<file path="src/rtl/trig_wait_pkg.sv">
// Purpose: Shared constants and types of the trigger wait and sequencer block.
// Assumes: 100 MHz hclk; AHB-Lite register access with word transfers.
// Notes: Times are in microseconds; cycle counts derive from the clock rate.
//
// Overview of operation
// - Acquisition trigger outside acquisition wait is dropped and flagged as overtrigger.
// - Frame trigger outside frame wait is dropped and flagged as overtrigger.
// - Acquisition wait rises whenever sequencer enters acquisition wait state.
// - Acquisition wait falls when an accepted acquisition trigger leaves that state.
// - Frame wait rises whenever sequencer enters frame wait state.
// - Frame wait falls when an accepted frame trigger leaves that state.
// - Frame wait exists only while hardware frame triggering is enabled.
// - Acquisition wait can drive any output line 1 to 4 via select then source.
// - Frame wait can drive any output line 1 to 4 the same way.
// - Exposure starts a fixed variant delay of 37, 52, 60 or 71 us after trigger.
// - Debounce time, when enabled, is added to the exposure start delay.
// - After exposure ends, sensor readout into the frame buffer begins.
// - Transmission starts only after enough rows have accumulated in the buffer.
// - Transmission never finishes faster than readout; it trails the readout rows.
// - Readout time in microseconds for current settings is readable.
package trig_wait_pkg;

  // ==========================================================================
  // Timing
  localparam int CLK_FREQ_HZ = 100_000_000;
  localparam int US_CYC = CLK_FREQ_HZ / 1_000_000;
  localparam logic [7:0] DELAY_V0_US = 8'h25;
  localparam logic [7:0] DELAY_V1_US = 8'h34;
  localparam logic [7:0] DELAY_V2_US = 8'h3C;
  localparam logic [7:0] DELAY_V3_US = 8'h47;
  localparam logic [3:0] ROW_TIME_US = 4'h2;
  localparam logic [11:0] TX_START_ROWS = 12'h010;

  // ==========================================================================
  // Register offsets
  localparam logic [7:0] CTRL_OFS = 8'h00;
  localparam logic [7:0] FRAMES_OFS = 8'h04;
  localparam logic [7:0] EXPOSURE_OFS = 8'h08;
  localparam logic [7:0] DEBOUNCE_OFS = 8'h0C;
  localparam logic [7:0] LINE_SEL_OFS = 8'h10;
  localparam logic [7:0] LINE_SRC_OFS = 8'h14;
  localparam logic [7:0] STATUS_OFS = 8'h18;
  localparam logic [7:0] READOUT_OFS = 8'h1C;
  localparam logic [7:0] HEIGHT_OFS = 8'h20;

  // ==========================================================================
  // Field positions and reset values
  localparam int CTRL_RUN_BIT = 0;
  localparam int CTRL_HWFRAME_BIT = 1;
  localparam int CTRL_DEBOUNCE_BIT = 2;
  localparam int CTRL_VARIANT_LSB = 4;
  localparam int ST_ACQ_OVR_BIT = 2;
  localparam int ST_FRM_OVR_BIT = 3;
  localparam logic [7:0] FRAMES_RST = 8'h01;
  localparam logic [15:0] EXPOSURE_RST = 16'h0064;
  localparam logic [11:0] HEIGHT_RST = 12'h0100;

  // Output line source codes.
  typedef enum logic [1:0] {
    SRC_LOW = 2'b00,
    SRC_ACQ_WAIT = 2'b01,
    SRC_FRAME_WAIT = 2'b10,
    SRC_EXPOSE = 2'b11
  } line_src_type;

  typedef struct packed {
    logic tx_active;
    logic readout_active;
    logic exposure_active;
    logic frame_ovr;
    logic acq_ovr;
    logic frame_wait;
    logic acq_wait;
  } seq_status_type;

endpackage

</file>
<file path="src/rtl/trig_wait_seq.sv">
// Purpose: Acquisition sequencer with trigger wait outputs and overtrigger flags.
// Assumes: Trigger pins are asynchronous; one AHB-Lite master, word transfers.
// Notes: Reads take one wait state; writes take none; response is always OKAY.
//
// Chosen here: register access over AHB-Lite and the address map.
`timescale 1ns/10ps
module trig_wait_seq (
  // Clock and reset
  input wire logic hclk,
  input wire logic hresetn,
  // AHB-Lite slave
  input wire logic hsel,
  input wire logic [31:0] haddr,
  input wire logic [1:0] htrans,
  input wire logic hwrite,
  input wire logic [2:0] hsize,
  input wire logic [31:0] hwdata,
  input wire logic hready,
  output logic [31:0] hrdata,
  output logic hreadyout,
  output logic hresp,
  // Trigger pins
  input wire logic ext_acq_begin_trigger,
  input wire logic ext_frame_begin_trigger,
  // Status and output lines
  output logic acq_wait,
  output logic frame_wait,
  output logic acq_overtrigger,
  output logic frame_overtrigger,
  output logic exposure_active,
  output logic readout_active,
  output logic tx_active,
  output logic [3:0] line_out
);
  import trig_wait_pkg::*;

  typedef enum logic [4:0] {
    S_IDLE = 5'b00001,
    S_WAIT_ACQ = 5'b00010,
    S_WAIT_FRAME = 5'b00100,
    S_DELAY = 5'b01000,
    S_EXPOSE = 5'b10000
  } seq_state_type;

  seq_state_type state_r, state_nxt;
  logic [7:0] ctrl_r, frames_r, debounce_r, frames_left_r;
  logic [15:0] exposure_r, time_cnt_r, readout_us_r;
  logic [11:0] height_r, rd_rows_r, tx_rows_r;
  logic [1:0] line_sel_r;
  line_src_type line_src_r [4];
  logic acq_ovr_r, frame_ovr_r, rd_active_r, tx_active_r;
  logic [2:0] acq_sync_r, frm_sync_r;
  logic [6:0] us_cnt_r;
  logic us_tick_r;
  logic [3:0] row_us_r, tx_us_r;
  logic ap_valid_r, ap_write_r, rd_pend_r;
  logic [7:0] ap_addr_r;
  logic acq_edge, frm_edge, acq_take, frm_take, exp_done, wr_en, rd_go;
  logic [7:0] start_delay;
  seq_status_type status;

  // ==========================================================================
  // Bus slave
  assign rd_go = hsel && htrans[1] && hready && !hwrite;
  assign wr_en = ap_valid_r && ap_write_r;

  always_ff @(posedge hclk or negedge hresetn) begin
    if (!hresetn) begin
      ap_valid_r <= 1'b0;
      ap_write_r <= 1'b0;
      ap_addr_r <= 8'h00;
    end else if (hready) begin
      ap_valid_r <= hsel && htrans[1];
      ap_write_r <= hwrite;
      ap_addr_r <= haddr[7:0];
    end
  end

  // A read waits one cycle so a write in the data phase before it is seen.
  always_ff @(posedge hclk or negedge hresetn) begin
    if (!hresetn) begin
      rd_pend_r <= 1'b0;
      hreadyout <= 1'b1;
      hresp <= 1'b0;
      hrdata <= 32'h0000_0000;
    end else begin
      rd_pend_r <= rd_go;
      hreadyout <= !rd_go;
      hresp <= 1'b0;
      if (rd_pend_r) begin
        unique case (ap_addr_r)
          CTRL_OFS: hrdata <= {24'h00_0000, ctrl_r};
          FRAMES_OFS: hrdata <= {24'h00_0000, frames_r};
          EXPOSURE_OFS: hrdata <= {16'h0000, exposure_r};
          DEBOUNCE_OFS: hrdata <= {24'h00_0000, debounce_r};
          LINE_SEL_OFS: hrdata <= {30'h0000_0000, line_sel_r};
          LINE_SRC_OFS: hrdata <= {30'h0000_0000, line_src_r[line_sel_r]};
          STATUS_OFS: hrdata <= {25'h000_0000, status};
          READOUT_OFS: hrdata <= {16'h0000, readout_us_r};
          HEIGHT_OFS: hrdata <= {20'h0_0000, height_r};
          default: hrdata <= 32'h0000_0000;
        endcase
      end
    end
  end

  always_ff @(posedge hclk or negedge hresetn) begin
    if (!hresetn) begin
      ctrl_r <= 8'h00;
      frames_r <= FRAMES_RST;
      exposure_r <= EXPOSURE_RST;
      debounce_r <= 8'h00;
      height_r <= HEIGHT_RST;
      line_sel_r <= 2'b00;
    end else if (wr_en) begin
      unique case (ap_addr_r)
        CTRL_OFS: ctrl_r <= hwdata[7:0];
        FRAMES_OFS: frames_r <= hwdata[7:0];
        EXPOSURE_OFS: exposure_r <= hwdata[15:0];
        DEBOUNCE_OFS: debounce_r <= hwdata[7:0];
        LINE_SEL_OFS: line_sel_r <= hwdata[1:0];
        HEIGHT_OFS: height_r <= hwdata[11:0];
        default: ;
      endcase
    end
  end

  // Readout time follows the height setting.
  always_ff @(posedge hclk or negedge hresetn) begin
    if (!hresetn) begin
      readout_us_r <= 16'h0000;
    end else begin
      readout_us_r <= 16'(height_r) * 16'(ROW_TIME_US);
    end
  end

  // ==========================================================================
  // Output line routing
  for (genvar i = 0; i < 4; i++) begin : g_line
    always_ff @(posedge hclk or negedge hresetn) begin
      if (!hresetn) begin
        line_src_r[i] <= SRC_LOW;
        line_out[i] <= 1'b0;
      end else begin
        if (wr_en && ap_addr_r == LINE_SRC_OFS && line_sel_r == 2'(i)) begin
          line_src_r[i] <= line_src_type'(hwdata[1:0]);
        end
        unique case (line_src_r[i])
          SRC_LOW: line_out[i] <= 1'b0;
          SRC_ACQ_WAIT: line_out[i] <= status.acq_wait;
          SRC_FRAME_WAIT: line_out[i] <= status.frame_wait;
          SRC_EXPOSE: line_out[i] <= status.exposure_active;
        endcase
      end
    end
  end

  // ==========================================================================
  // Trigger synchronisers and edge detection
  always_ff @(posedge hclk or negedge hresetn) begin
    if (!hresetn) begin
      acq_sync_r <= 3'b000;
      frm_sync_r <= 3'b000;
    end else begin
      acq_sync_r <= {acq_sync_r[1:0], ext_acq_begin_trigger};
      frm_sync_r <= {frm_sync_r[1:0], ext_frame_begin_trigger};
    end
  end

  assign acq_edge = acq_sync_r[1] && !acq_sync_r[2];
  assign frm_edge = frm_sync_r[1] && !frm_sync_r[2];
  assign acq_take = acq_edge && state_r == S_WAIT_ACQ;
  assign frm_take = frm_edge && state_r == S_WAIT_FRAME;

  // ==========================================================================
  // Microsecond tick
  always_ff @(posedge hclk or negedge hresetn) begin
    if (!hresetn) begin
      us_cnt_r <= 7'h00;
      us_tick_r <= 1'b0;
    end else begin
      us_tick_r <= us_cnt_r == 7'(US_CYC - 1);
      us_cnt_r <= (us_cnt_r == 7'(US_CYC - 1)) ? 7'h00 : us_cnt_r + 7'h01;
    end
  end

  // ==========================================================================
  // Sequencer
  always_comb begin
    unique case (ctrl_r[CTRL_VARIANT_LSB +: 2])
      2'b00: start_delay = DELAY_V0_US;
      2'b01: start_delay = DELAY_V1_US;
      2'b10: start_delay = DELAY_V2_US;
      2'b11: start_delay = DELAY_V3_US;
    endcase
  end

  // Exposure cannot end while the previous frame is still leaving the sensor.
  assign exp_done = state_r == S_EXPOSE && us_tick_r && time_cnt_r <= 16'h0001
                    && !rd_active_r && !tx_active_r;

  always_comb begin
    state_nxt = state_r;
    unique case (state_r)
      S_IDLE: if (ctrl_r[CTRL_RUN_BIT]) state_nxt = S_WAIT_ACQ;
      S_WAIT_ACQ: begin
        if (!ctrl_r[CTRL_RUN_BIT]) state_nxt = S_IDLE;
        else if (acq_take) state_nxt = ctrl_r[CTRL_HWFRAME_BIT] ? S_WAIT_FRAME : S_DELAY;
      end
      S_WAIT_FRAME: begin
        if (!ctrl_r[CTRL_RUN_BIT]) state_nxt = S_IDLE;
        else if (frm_take || !ctrl_r[CTRL_HWFRAME_BIT]) state_nxt = S_DELAY;
      end
      S_DELAY: if (us_tick_r && time_cnt_r <= 16'h0001) state_nxt = S_EXPOSE;
      S_EXPOSE: begin
        if (exp_done) begin
          if (frames_left_r > 8'h01) begin
            state_nxt = ctrl_r[CTRL_HWFRAME_BIT] ? S_WAIT_FRAME : S_DELAY;
          end else begin
            state_nxt = ctrl_r[CTRL_RUN_BIT] ? S_WAIT_ACQ : S_IDLE;
          end
        end
      end
    endcase
  end

  always_ff @(posedge hclk or negedge hresetn) begin
    if (!hresetn) begin
      state_r <= S_IDLE;
      time_cnt_r <= 16'h0000;
      frames_left_r <= 8'h00;
    end else begin
      state_r <= state_nxt;
      if (state_nxt == S_DELAY && state_r != S_DELAY) begin
        time_cnt_r <= {8'h00, start_delay}
                      + (ctrl_r[CTRL_DEBOUNCE_BIT] ? {8'h00, debounce_r} : 16'h0000);
      end else if (state_nxt == S_EXPOSE && state_r != S_EXPOSE) begin
        time_cnt_r <= (exposure_r == 16'h0000) ? 16'h0001 : exposure_r;
      end else if (us_tick_r && time_cnt_r > 16'h0001) begin
        time_cnt_r <= time_cnt_r - 16'h0001;
      end
      if (acq_take) begin
        frames_left_r <= (frames_r == 8'h00) ? 8'h01 : frames_r;
      end else if (exp_done) begin
        frames_left_r <= frames_left_r - 8'h01;
      end
    end
  end

  // Wait outputs line up with the registered state.
  always_ff @(posedge hclk or negedge hresetn) begin
    if (!hresetn) begin
      acq_wait <= 1'b0;
      frame_wait <= 1'b0;
      exposure_active <= 1'b0;
    end else begin
      acq_wait <= state_nxt == S_WAIT_ACQ;
      frame_wait <= state_nxt == S_WAIT_FRAME && ctrl_r[CTRL_HWFRAME_BIT];
      exposure_active <= state_nxt == S_EXPOSE;
    end
  end

  // ==========================================================================
  // Overtrigger pulses and sticky flags; a new event beats the clear.
  always_ff @(posedge hclk or negedge hresetn) begin
    if (!hresetn) begin
      acq_overtrigger <= 1'b0;
      frame_overtrigger <= 1'b0;
      acq_ovr_r <= 1'b0;
      frame_ovr_r <= 1'b0;
    end else begin
      acq_overtrigger <= acq_edge && !acq_take;
      frame_overtrigger <= frm_edge && !frm_take;
      if (acq_edge && !acq_take) acq_ovr_r <= 1'b1;
      else if (wr_en && ap_addr_r == STATUS_OFS && hwdata[ST_ACQ_OVR_BIT]) acq_ovr_r <= 1'b0;
      if (frm_edge && !frm_take) frame_ovr_r <= 1'b1;
      else if (wr_en && ap_addr_r == STATUS_OFS && hwdata[ST_FRM_OVR_BIT]) frame_ovr_r <= 1'b0;
    end
  end

  assign status = '{tx_active: tx_active_r, readout_active: rd_active_r,
                    exposure_active: exposure_active, frame_ovr: frame_ovr_r,
                    acq_ovr: acq_ovr_r, frame_wait: frame_wait, acq_wait: acq_wait};

  // ==========================================================================
  // Readout into the frame buffer and transmission out of it
  always_ff @(posedge hclk or negedge hresetn) begin
    if (!hresetn) begin
      rd_active_r <= 1'b0;
      rd_rows_r <= 12'h000;
      row_us_r <= 4'h0;
    end else if (exp_done) begin
      rd_active_r <= 1'b1;
      rd_rows_r <= 12'h000;
      row_us_r <= 4'h0;
    end else if (rd_active_r && us_tick_r) begin
      if (row_us_r == ROW_TIME_US - 4'h1) begin
        row_us_r <= 4'h0;
        rd_rows_r <= rd_rows_r + 12'h001;
        if (rd_rows_r + 12'h001 >= height_r) rd_active_r <= 1'b0;
      end else begin
        row_us_r <= row_us_r + 4'h1;
      end
    end
  end

  // The sender is paced at the readout row rate, so a frame never leaves faster than it is read.
  always_ff @(posedge hclk or negedge hresetn) begin
    if (!hresetn) begin
      tx_active_r <= 1'b0;
      tx_rows_r <= 12'h000;
      tx_us_r <= 4'h0;
    end else if (exp_done) begin
      tx_rows_r <= 12'h000;
      tx_us_r <= 4'h0;
    end else if (!tx_active_r) begin
      if (rd_rows_r != 12'h000 && tx_rows_r == 12'h000
          && (rd_rows_r >= TX_START_ROWS || !rd_active_r)) begin
        tx_active_r <= 1'b1;
      end
    end else if (us_tick_r && tx_rows_r < rd_rows_r) begin
      if (tx_us_r == ROW_TIME_US - 4'h1) begin
        tx_us_r <= 4'h0;
        tx_rows_r <= tx_rows_r + 12'h001;
        if (tx_rows_r + 12'h001 >= height_r) tx_active_r <= 1'b0;
      end else begin
        tx_us_r <= tx_us_r + 4'h1;
      end
    end
  end

  always_ff @(posedge hclk or negedge hresetn) begin
    if (!hresetn) begin
      readout_active <= 1'b0;
      tx_active <= 1'b0;
    end else begin
      readout_active <= rd_active_r;
      tx_active <= tx_active_r;
    end
  end

  // ==========================================================================
  // Checks
  acq_drop_a: assert property (@(posedge hclk) disable iff (!hresetn)
    acq_edge && state_r != S_WAIT_ACQ
    |=> acq_overtrigger && (frames_left_r == $past(frames_left_r) || $past(exp_done)))
    else $error("acquisition overtrigger not flagged");
  frm_drop_a: assert property (@(posedge hclk) disable iff (!hresetn)
    frm_edge && state_r != S_WAIT_FRAME |=> frame_overtrigger)
    else $error("frame overtrigger not flagged");
  acq_wait_a: assert property (@(posedge hclk) disable iff (!hresetn)
    acq_wait == (state_r == S_WAIT_ACQ))
    else $error("acquisition wait mismatches state");
  acq_leave_a: assert property (@(posedge hclk) disable iff (!hresetn)
    acq_take && ctrl_r[CTRL_RUN_BIT] |=> !acq_wait)
    else $error("acquisition wait stayed high after trigger");
  frm_leave_a: assert property (@(posedge hclk) disable iff (!hresetn)
    frm_take && ctrl_r[CTRL_RUN_BIT] |=> !frame_wait ##1 state_r == S_DELAY)
    else $error("frame wait stayed high after trigger");
  frm_gate_a: assert property (@(posedge hclk) disable iff (!hresetn)
    frame_wait |-> $past(ctrl_r[CTRL_HWFRAME_BIT]))
    else $error("frame wait without hardware frame triggering");
  line_route_a: assert property (@(posedge hclk) disable iff (!hresetn)
    line_src_r[0] == SRC_ACQ_WAIT && $stable(line_src_r[0]) |-> line_out[0] == $past(acq_wait))
    else $error("line 1 does not follow acquisition wait");
  delay_len_a: assert property (@(posedge hclk) disable iff (!hresetn)
    state_r == S_DELAY && $past(state_r) != S_DELAY && !ctrl_r[CTRL_DEBOUNCE_BIT]
    |-> time_cnt_r == {8'h00, start_delay})
    else $error("start delay loaded wrong");
  readout_go_a: assert property (@(posedge hclk) disable iff (!hresetn)
    exp_done |=> rd_active_r ##1 readout_active)
    else $error("readout did not start after exposure");
  tx_trail_a: assert property (@(posedge hclk) disable iff (!hresetn)
    tx_rows_r <= rd_rows_r || exp_done)
    else $error("transmission overtook readout");
  ovr_sticky_a: assert property (@(posedge hclk) disable iff (!hresetn)
    acq_overtrigger |-> acq_ovr_r)
    else $error("acquisition overtrigger not latched");

endmodule // trig_wait_seq

</file>
<file path="config.mk">
export PLATFORM = sky130hd
export DESIGN_NAME = trig_wait_seq
export DESIGN_NICKNAME = d
export VERILOG_FILES = /design/src/rtl/trig_wait_pkg.sv /design/src/rtl/trig_wait_seq.sv
export SDC_FILE = /design/constraint.sdc
export NUM_CORES = 1
export LEC_CHECK = 0
export BUFFER_PORTS_ARGS = -buffer_cell sky130_fd_sc_hd__buf_2
export CORE_MARGIN = 5
export CORE_UTILIZATION = 53
export DETAILED_ROUTE_END_ITERATION = 10
export GPL_TIMING_DRIVEN = 0
export PLACE_DENSITY_LB_ADDON = 0.05
export SLEW_MARGIN = 20
export SYNTH_ARGS = -nofsm -noshare
export SYNTH_HDL_FRONTEND = slang
export SYNTH_SLANG_ARGS = --single-unit
</file>
<file path="constraint.sdc">
create_clock -name hclk -period 2.52 [get_ports hclk]
set_input_delay 0.252 -clock hclk [delete_from_list [all_inputs] [get_ports hclk]]
set_output_delay 0.252 -clock hclk [all_outputs]
set_load 0.01 [all_outputs]
</file>
# [Yosys cells after proc, flatten, opt, wreduce, memory -nomap -nowiden]
# Cells that the tools add are included.
[op_classes] n_eq_ne=40 n_bitwise=1 n_mux=56 order_cmp=8 add_sub_neg=8 n_reduce_logical=73
[op_table] operator="case mux 16 bit (9 select lines)" n=1
[op_table] operator="2-to-1 mux 12 bit" n=7
[op_table] operator="2-to-1 mux 16 bit" n=4
[op_table] operator="2-to-1 mux 4 bit" n=9
[op_table] operator="2-to-1 mux 5 bit" n=7
[op_table] operator="equality test 8 x 5 -> 1 bit (second input constant)" n=4
[op_table] operator="2-to-1 mux 8 bit" n=4
[op_table] operator="case mux 8 bit (4 select lines)" n=1
[op_table] operator="logical AND 1 bit" n=31
[op_table] operator="case mux 5 bit (5 select lines)" n=1
[op_table] operator="adder 12 x 1 -> 12 bit (second input constant)" n=2
[op_table] operator="equality test 2 bit (second input constant)" n=12
[op_table] operator="greater-or-equal comparator 12 bit" n=2
[op_table] operator="nonzero test 2 bit" n=9
[op_table] operator="equality test 8 x 4 -> 1 bit (second input constant)" n=2
[op_table] operator="greater-than comparator 16 x 1 -> 1 bit (second input constant)" n=1
[op_table] operator="less-or-equal comparator 16 x 1 -> 1 bit (second input constant)" n=1
[op_table] operator="zero test 16 bit" n=1
[op_table] operator="zero test 8 bit" n=2
[op_table] operator="case mux 1 bit (4 select lines)" n=4
[op_table] operator="AND reduction 2 bit" n=8
[op_table] operator="subtractor 16 x 1 -> 16 bit (second input constant)" n=1
[op_table] operator="2-to-1 mux 1 bit" n=13
[op_table] operator="equality test 2 x 1 -> 1 bit (second input constant)" n=6
[op_table] operator="other kinds (30)" n=53
[word_totals] elab_cells=229 out_inout_bits=45 regBits=208

# [Depth between registers and ports, before layout]
[depth] word_depth=11 depth_mapped=11

# [Worst setup path before layout]
# Ideal clock, no wire load.
[synth_timing] path_type="register to register" start="register time_cnt_r[6]" end="register time_cnt_r[13]" required_ns=2.386 n_path_buf=1 path_stages_with_launch=8 path_slack_ns=-0.080 setup_ns=0.134 arrival_ns=2.466 cell_sequence="dfrtp_1 -> or4_4 -> or4_4 -> or4_1 -> buf_2 -> mux2_4 -> a22oi_1 -> nor2_1"
[synth_between] elab_chain_cells=10 word_cells_on_any_way=19 cone_classes="add/sub (1); order compare (2); eq/ne (2); mux (6); reduce/logical (8)"
[synth_rtl] item="start, declared" line="trig_wait_seq.sv:47" text="logic [15:0] exposure_r, time_cnt_r, readout_us_r;"
[synth_rtl] item="start signal, assigned" line="trig_wait_seq.sv:235" text="time_cnt_r <= {8'h00, start_delay}"
[synth_rtl] item="start signal, assigned" line="trig_wait_seq.sv:238" text="time_cnt_r <= (exposure_r == 16'h0000) ? 16'h0001 : exposure_r;"
[synth_rtl] item="start signal, assigned" line="trig_wait_seq.sv:240" text="time_cnt_r <= time_cnt_r - 16'h0001;"
[synth_rtl] item="less-or-equal comparator 16 x 1 -> 1 bit" line="trig_wait_seq.sv:199, trig_wait_seq.sv:214"
[synth_rtl] item="logical AND 1 bit" line="trig_wait_seq.sv:199" text="assign exp_done = state_r == S_EXPOSE && us_tick_r && time_cnt_r <= 16'h0001"
[synth_rtl] item="logical AND 1 bit (2 in a row)" line="trig_wait_seq.sv:200" text="&& !rd_active_r && !tx_active_r;"
[synth_rtl] item="2-to-1 mux 5 bit" line="trig_wait_seq.sv:216" text="if (exp_done) begin"
[synth_rtl] item="case mux 5 bit (5 select lines)" line="trig_wait_seq.sv:204" text="unique case (state_r)"
[synth_rtl] item="equality test 5 bit" line="trig_wait_seq.sv:237" text="end else if (state_nxt == S_EXPOSE && state_r != S_EXPOSE) begin"
[synth_rtl] item="logical AND 1 bit" line="trig_wait_seq.sv:237"
[synth_rtl] item="2-to-1 mux 16 bit" line="trig_wait_seq.sv:237"
[synth_rtl] item="2-to-1 mux 16 bit" line="trig_wait_seq.sv:234" text="if (state_nxt == S_DELAY && state_r != S_DELAY) begin"
# Several ways; a longest one is shown, not always the timed one. The select of a mux whose other input is x is not followed.
# A chain may end at the register's enable or synchronous reset.

# [Worst setup path after layout]
[layout_timing] start="register time_cnt_r[9]" end="register time_cnt_r[13]"
# The elaborated chain is that of the path after synthesis.

==> results.cfg <==
[setup_path]
cp_max_fo = 8
cp_slowest_cell = or4_4
crit_type = reg2reg
crit_chain = or4_4 > or4_4 > or4_4 > mux2_4 > a22oi_2 > nor2_1
crit_path_start_kind = register
critPathArrivalTime_ns = 2.98
crit_family = simple AND/OR/NAND/NOR gates
critPathRequiredTime_ns = 2.84
path_buf_inv = 0
slowest_delay_ns = 0.56
r2r-start = time_cnt_r[9]
worstSetupEndpointType = register
startpoint = time_cnt_r[9]
path_common_cell = or4_4

[yosys]
synthFlopType = dfrtp_1
ys_seq_area_frac = 0.457
async_reset_ff_frac = 1.00
synth.largest_area_cell = dfrtp_1
synth_area_per_cell_um2 = 10.2
yosysTopAreaCellShare = 0.440
syn_inst = 1032
synth_cell_types = 78
yosys_warnings = 0
synth_area_um2 = 10500
synthTopCellsByCount = dfrtp_1 (185), nor2_1 (91), nand2_1 (74)
ys_ff_latch = 192
synth.area.top_cells = dfrtp_1 (44%), mux2_2 (7.6%), ha_1 (6.7%)
synth_edf_count = 0
synth_most_common_cell = dfrtp_1

[die]
io-pin-count = 121
rows = 51
die_w_um = 151
start_util = 0.539
dieArea_um2 = 22800
core_um2 = 19500
die_y_um = 151

[detailed_routing]
initialDrtViolationCount = 612
wire_per_inst_um = 19.1
viasPerCell = 5.79
drc = 0
ant_nets = 0
vias = 8278
dr.pass1.iters = 5
finalWirelength_um = 27300

[pwr]
p_total_mw = 8.23
ir_worst_vdd_mv = 0.451
power.density_cell_area_nw_per_um2 = 662
p_leak_nw = 5.62

[clocking]
cts_tree = done
h-tree-depth = 4
cts_root_buffer = clkbuf_16
clkTransAtPathRegs_ns = 0.08
worstSkewPairLatency_ns = 0.44
cts_made_buffers = 17
cts_sinks = 192
cts.path.max_buffers = 2

[timing]
fin_worst_skew_ns = 0.00745
post-route-period-util = 1.06
tightest_slew_ns = 0.723
slew_violations = 0
setup_violations = 17
rsz0062_at_grt = yes
period_needed_ns = 2.66
final-hold-violation-count = 0
clock.fmax_ghz = 0.376
slew_headroom = 0.518
setup_ws_ns = -0.142

[global_routing]
antenna_found_initial = 0
grt.total_usage = 0.247
grt_pass1_wl_um = 43500
grt_pass1_vias = 7974
grt_overflow_total = 0
grt_max_degree = 98

[layout]
syn_to_final_growth_pct = 18.0
regArea_um2 = 4820
drive_gt1_frac = 0.251
fin_util = 0.637
layout.nets = 1284
n_antenna_cell = 0
fillers = 1633
multi_input_area_um2 = 5580

[run_status]
failed_checks = negative setup slack
status = finished, violations left

[placed_design]
gp_congestion = 0.912
dp_hpwl_um = 19500
io_buffers = 57
place_ws_ns = -0.893

[flow_run]
maxCapViolCount = 0

[min_path]
hp-start = hsel
hold_class = in2reg
-- area by class of cell --
type,instances,share of cell area
inverter,49,0.0148
tap,265,0.0267
buffer,52,0.0268
sequential,192,0.387
clock buffer,18,0.0353
multi-input combinational,752,0.449
timing repair buffer,87,0.0466
clock inverter,14,0.0137
-- report_power, final --
part	leakage, nW	total [mW]	switching (mW)	internal (mW)
combinational	2.94	1.66	0.917	0.740
sequential	2.38	3.73	0.343	3.39
clock	0.300	2.84	1.31	1.53
-- registers in the layout, summed over array words and instances, names as in the netlist, 7 cells and up --
name and flops:
hrdata 16, time_cnt_r 16, frames_left_r 8, frames_r 8, tx_rows_r 12, debounce_r 8, rd_rows_r 12, ap_addr_r 8
line_src_r 8, us_cnt_r 7, ctrl_r 8, height_r 12, readout_us_r 12, exposure_r 16
-- logic make-up after synthesis --
| logic type | after synthesis | synth area share |
|---|---|---|
| and+or+nand+nor | 328 | 0.159 |
| AOI/OAI and AO/OA | 210 | 0.131 |
| DFF | 192 | 0.457 |
| buffers and inverters | 104 | 0.0450 |
| muxes | 88 | 0.0956 |
| adders and majority gates | 57 | 0.0684 |
| xor gates and xnor gates | 52 | 0.0432 |
| other | 1 | 0.000356 |
-- cells in the final DEF, fill, tap and decap left out, types with 6 or more instances in the layout --
cell type | Yosys | layout
dfstp_2 | 7 | 7
nand4_1 | 9 | 9
dfrtp_1 | 185 | 183
o21ai_0 | 41 | 40
nor3_1 | 26 | 21
nand2b_1 | 6 | 6
conb_1 | 1 | 17
or3_1 | 9 | 9
a222oi_1 | 8 | 8
clkbuf_1 | 23 | 17
and3_1 | 10 | 10
mux2i_1 | 8 | 8
a21o_1 | 13 | 13
inv_1 | 49 | 49
nor4_1 | 16 | 12
xor2_1 | 23 | 23
buf_4 | 17 | 38
ha_1 | 56 | 56
buf_6 | 1 | 10
nand2_1 | 74 | 71
a221oi_1 | 6 | 6
o22ai_1 | 8 | 7
clkbuf_16 | 0 | 17
mux2_2 | 71 | 71
nand3_1 | 32 | 29
nor2b_1 | 8 | 7
buf_2 | 10 | 56
o211ai_1 | 9 | 9
a21oi_1 | 45 | 42
and2_1 | 9 | 9
xnor2_1 | 29 | 29
o21ai_1 | 13 | 12
a31oi_1 | 17 | 16
a22oi_1 | 13 | 10
nor2_1 | 91 | 87
-- stage by stage --
stage	instances	TNS, ns	instance area [um2]	hold WS, ns
after CTS	1426	-0.937	12300	0.0230
after floorplan	1048	-0.0554	10600	-0.0436
after detailed placement	1371	-42.65	11300	0.335
after global placement	1370	-420.45	11200	0.333
after global routing	1429	-2.91	12400	0.0215
final	1429	-1.28	12400	0.0374
-- repair_timing --
item,CTS,global route
gates resized for setup,55,30
hold buffers,3,0
pin swaps,11,12
endpoints found under the setup margin,109,69
gates cloned,3,0
setup buffers,18,5
endpoints found under the hold margin,92,0
-- metal layers --
layer / global-route usage / wire length, um / vias to the layer above
met5: 0 / 0 / -
met1: 0.342 / 12200 / 4052
met3: 0.0467 / 1470 / 40
met4: 0.0802 / 621 / 0
li1: - / - / 3944
met2: 0.396 / 13000 / 242
-- final timing paths --
check                                 end  slack (ns)  cells past startpoint
max                        time_cnt_r[13]       -0.14                      6
min                             hreadyout        0.04                      2
max reg2reg                time_cnt_r[13]       -0.14                      6
min reg2reg                 acq_sync_r[1]        0.35                      0
max in group asynchronous    rd_rows_r[0]        1.11                      3
min in group asynchronous      ap_valid_r        0.42                      2
(Power assumes the default switching activity.)
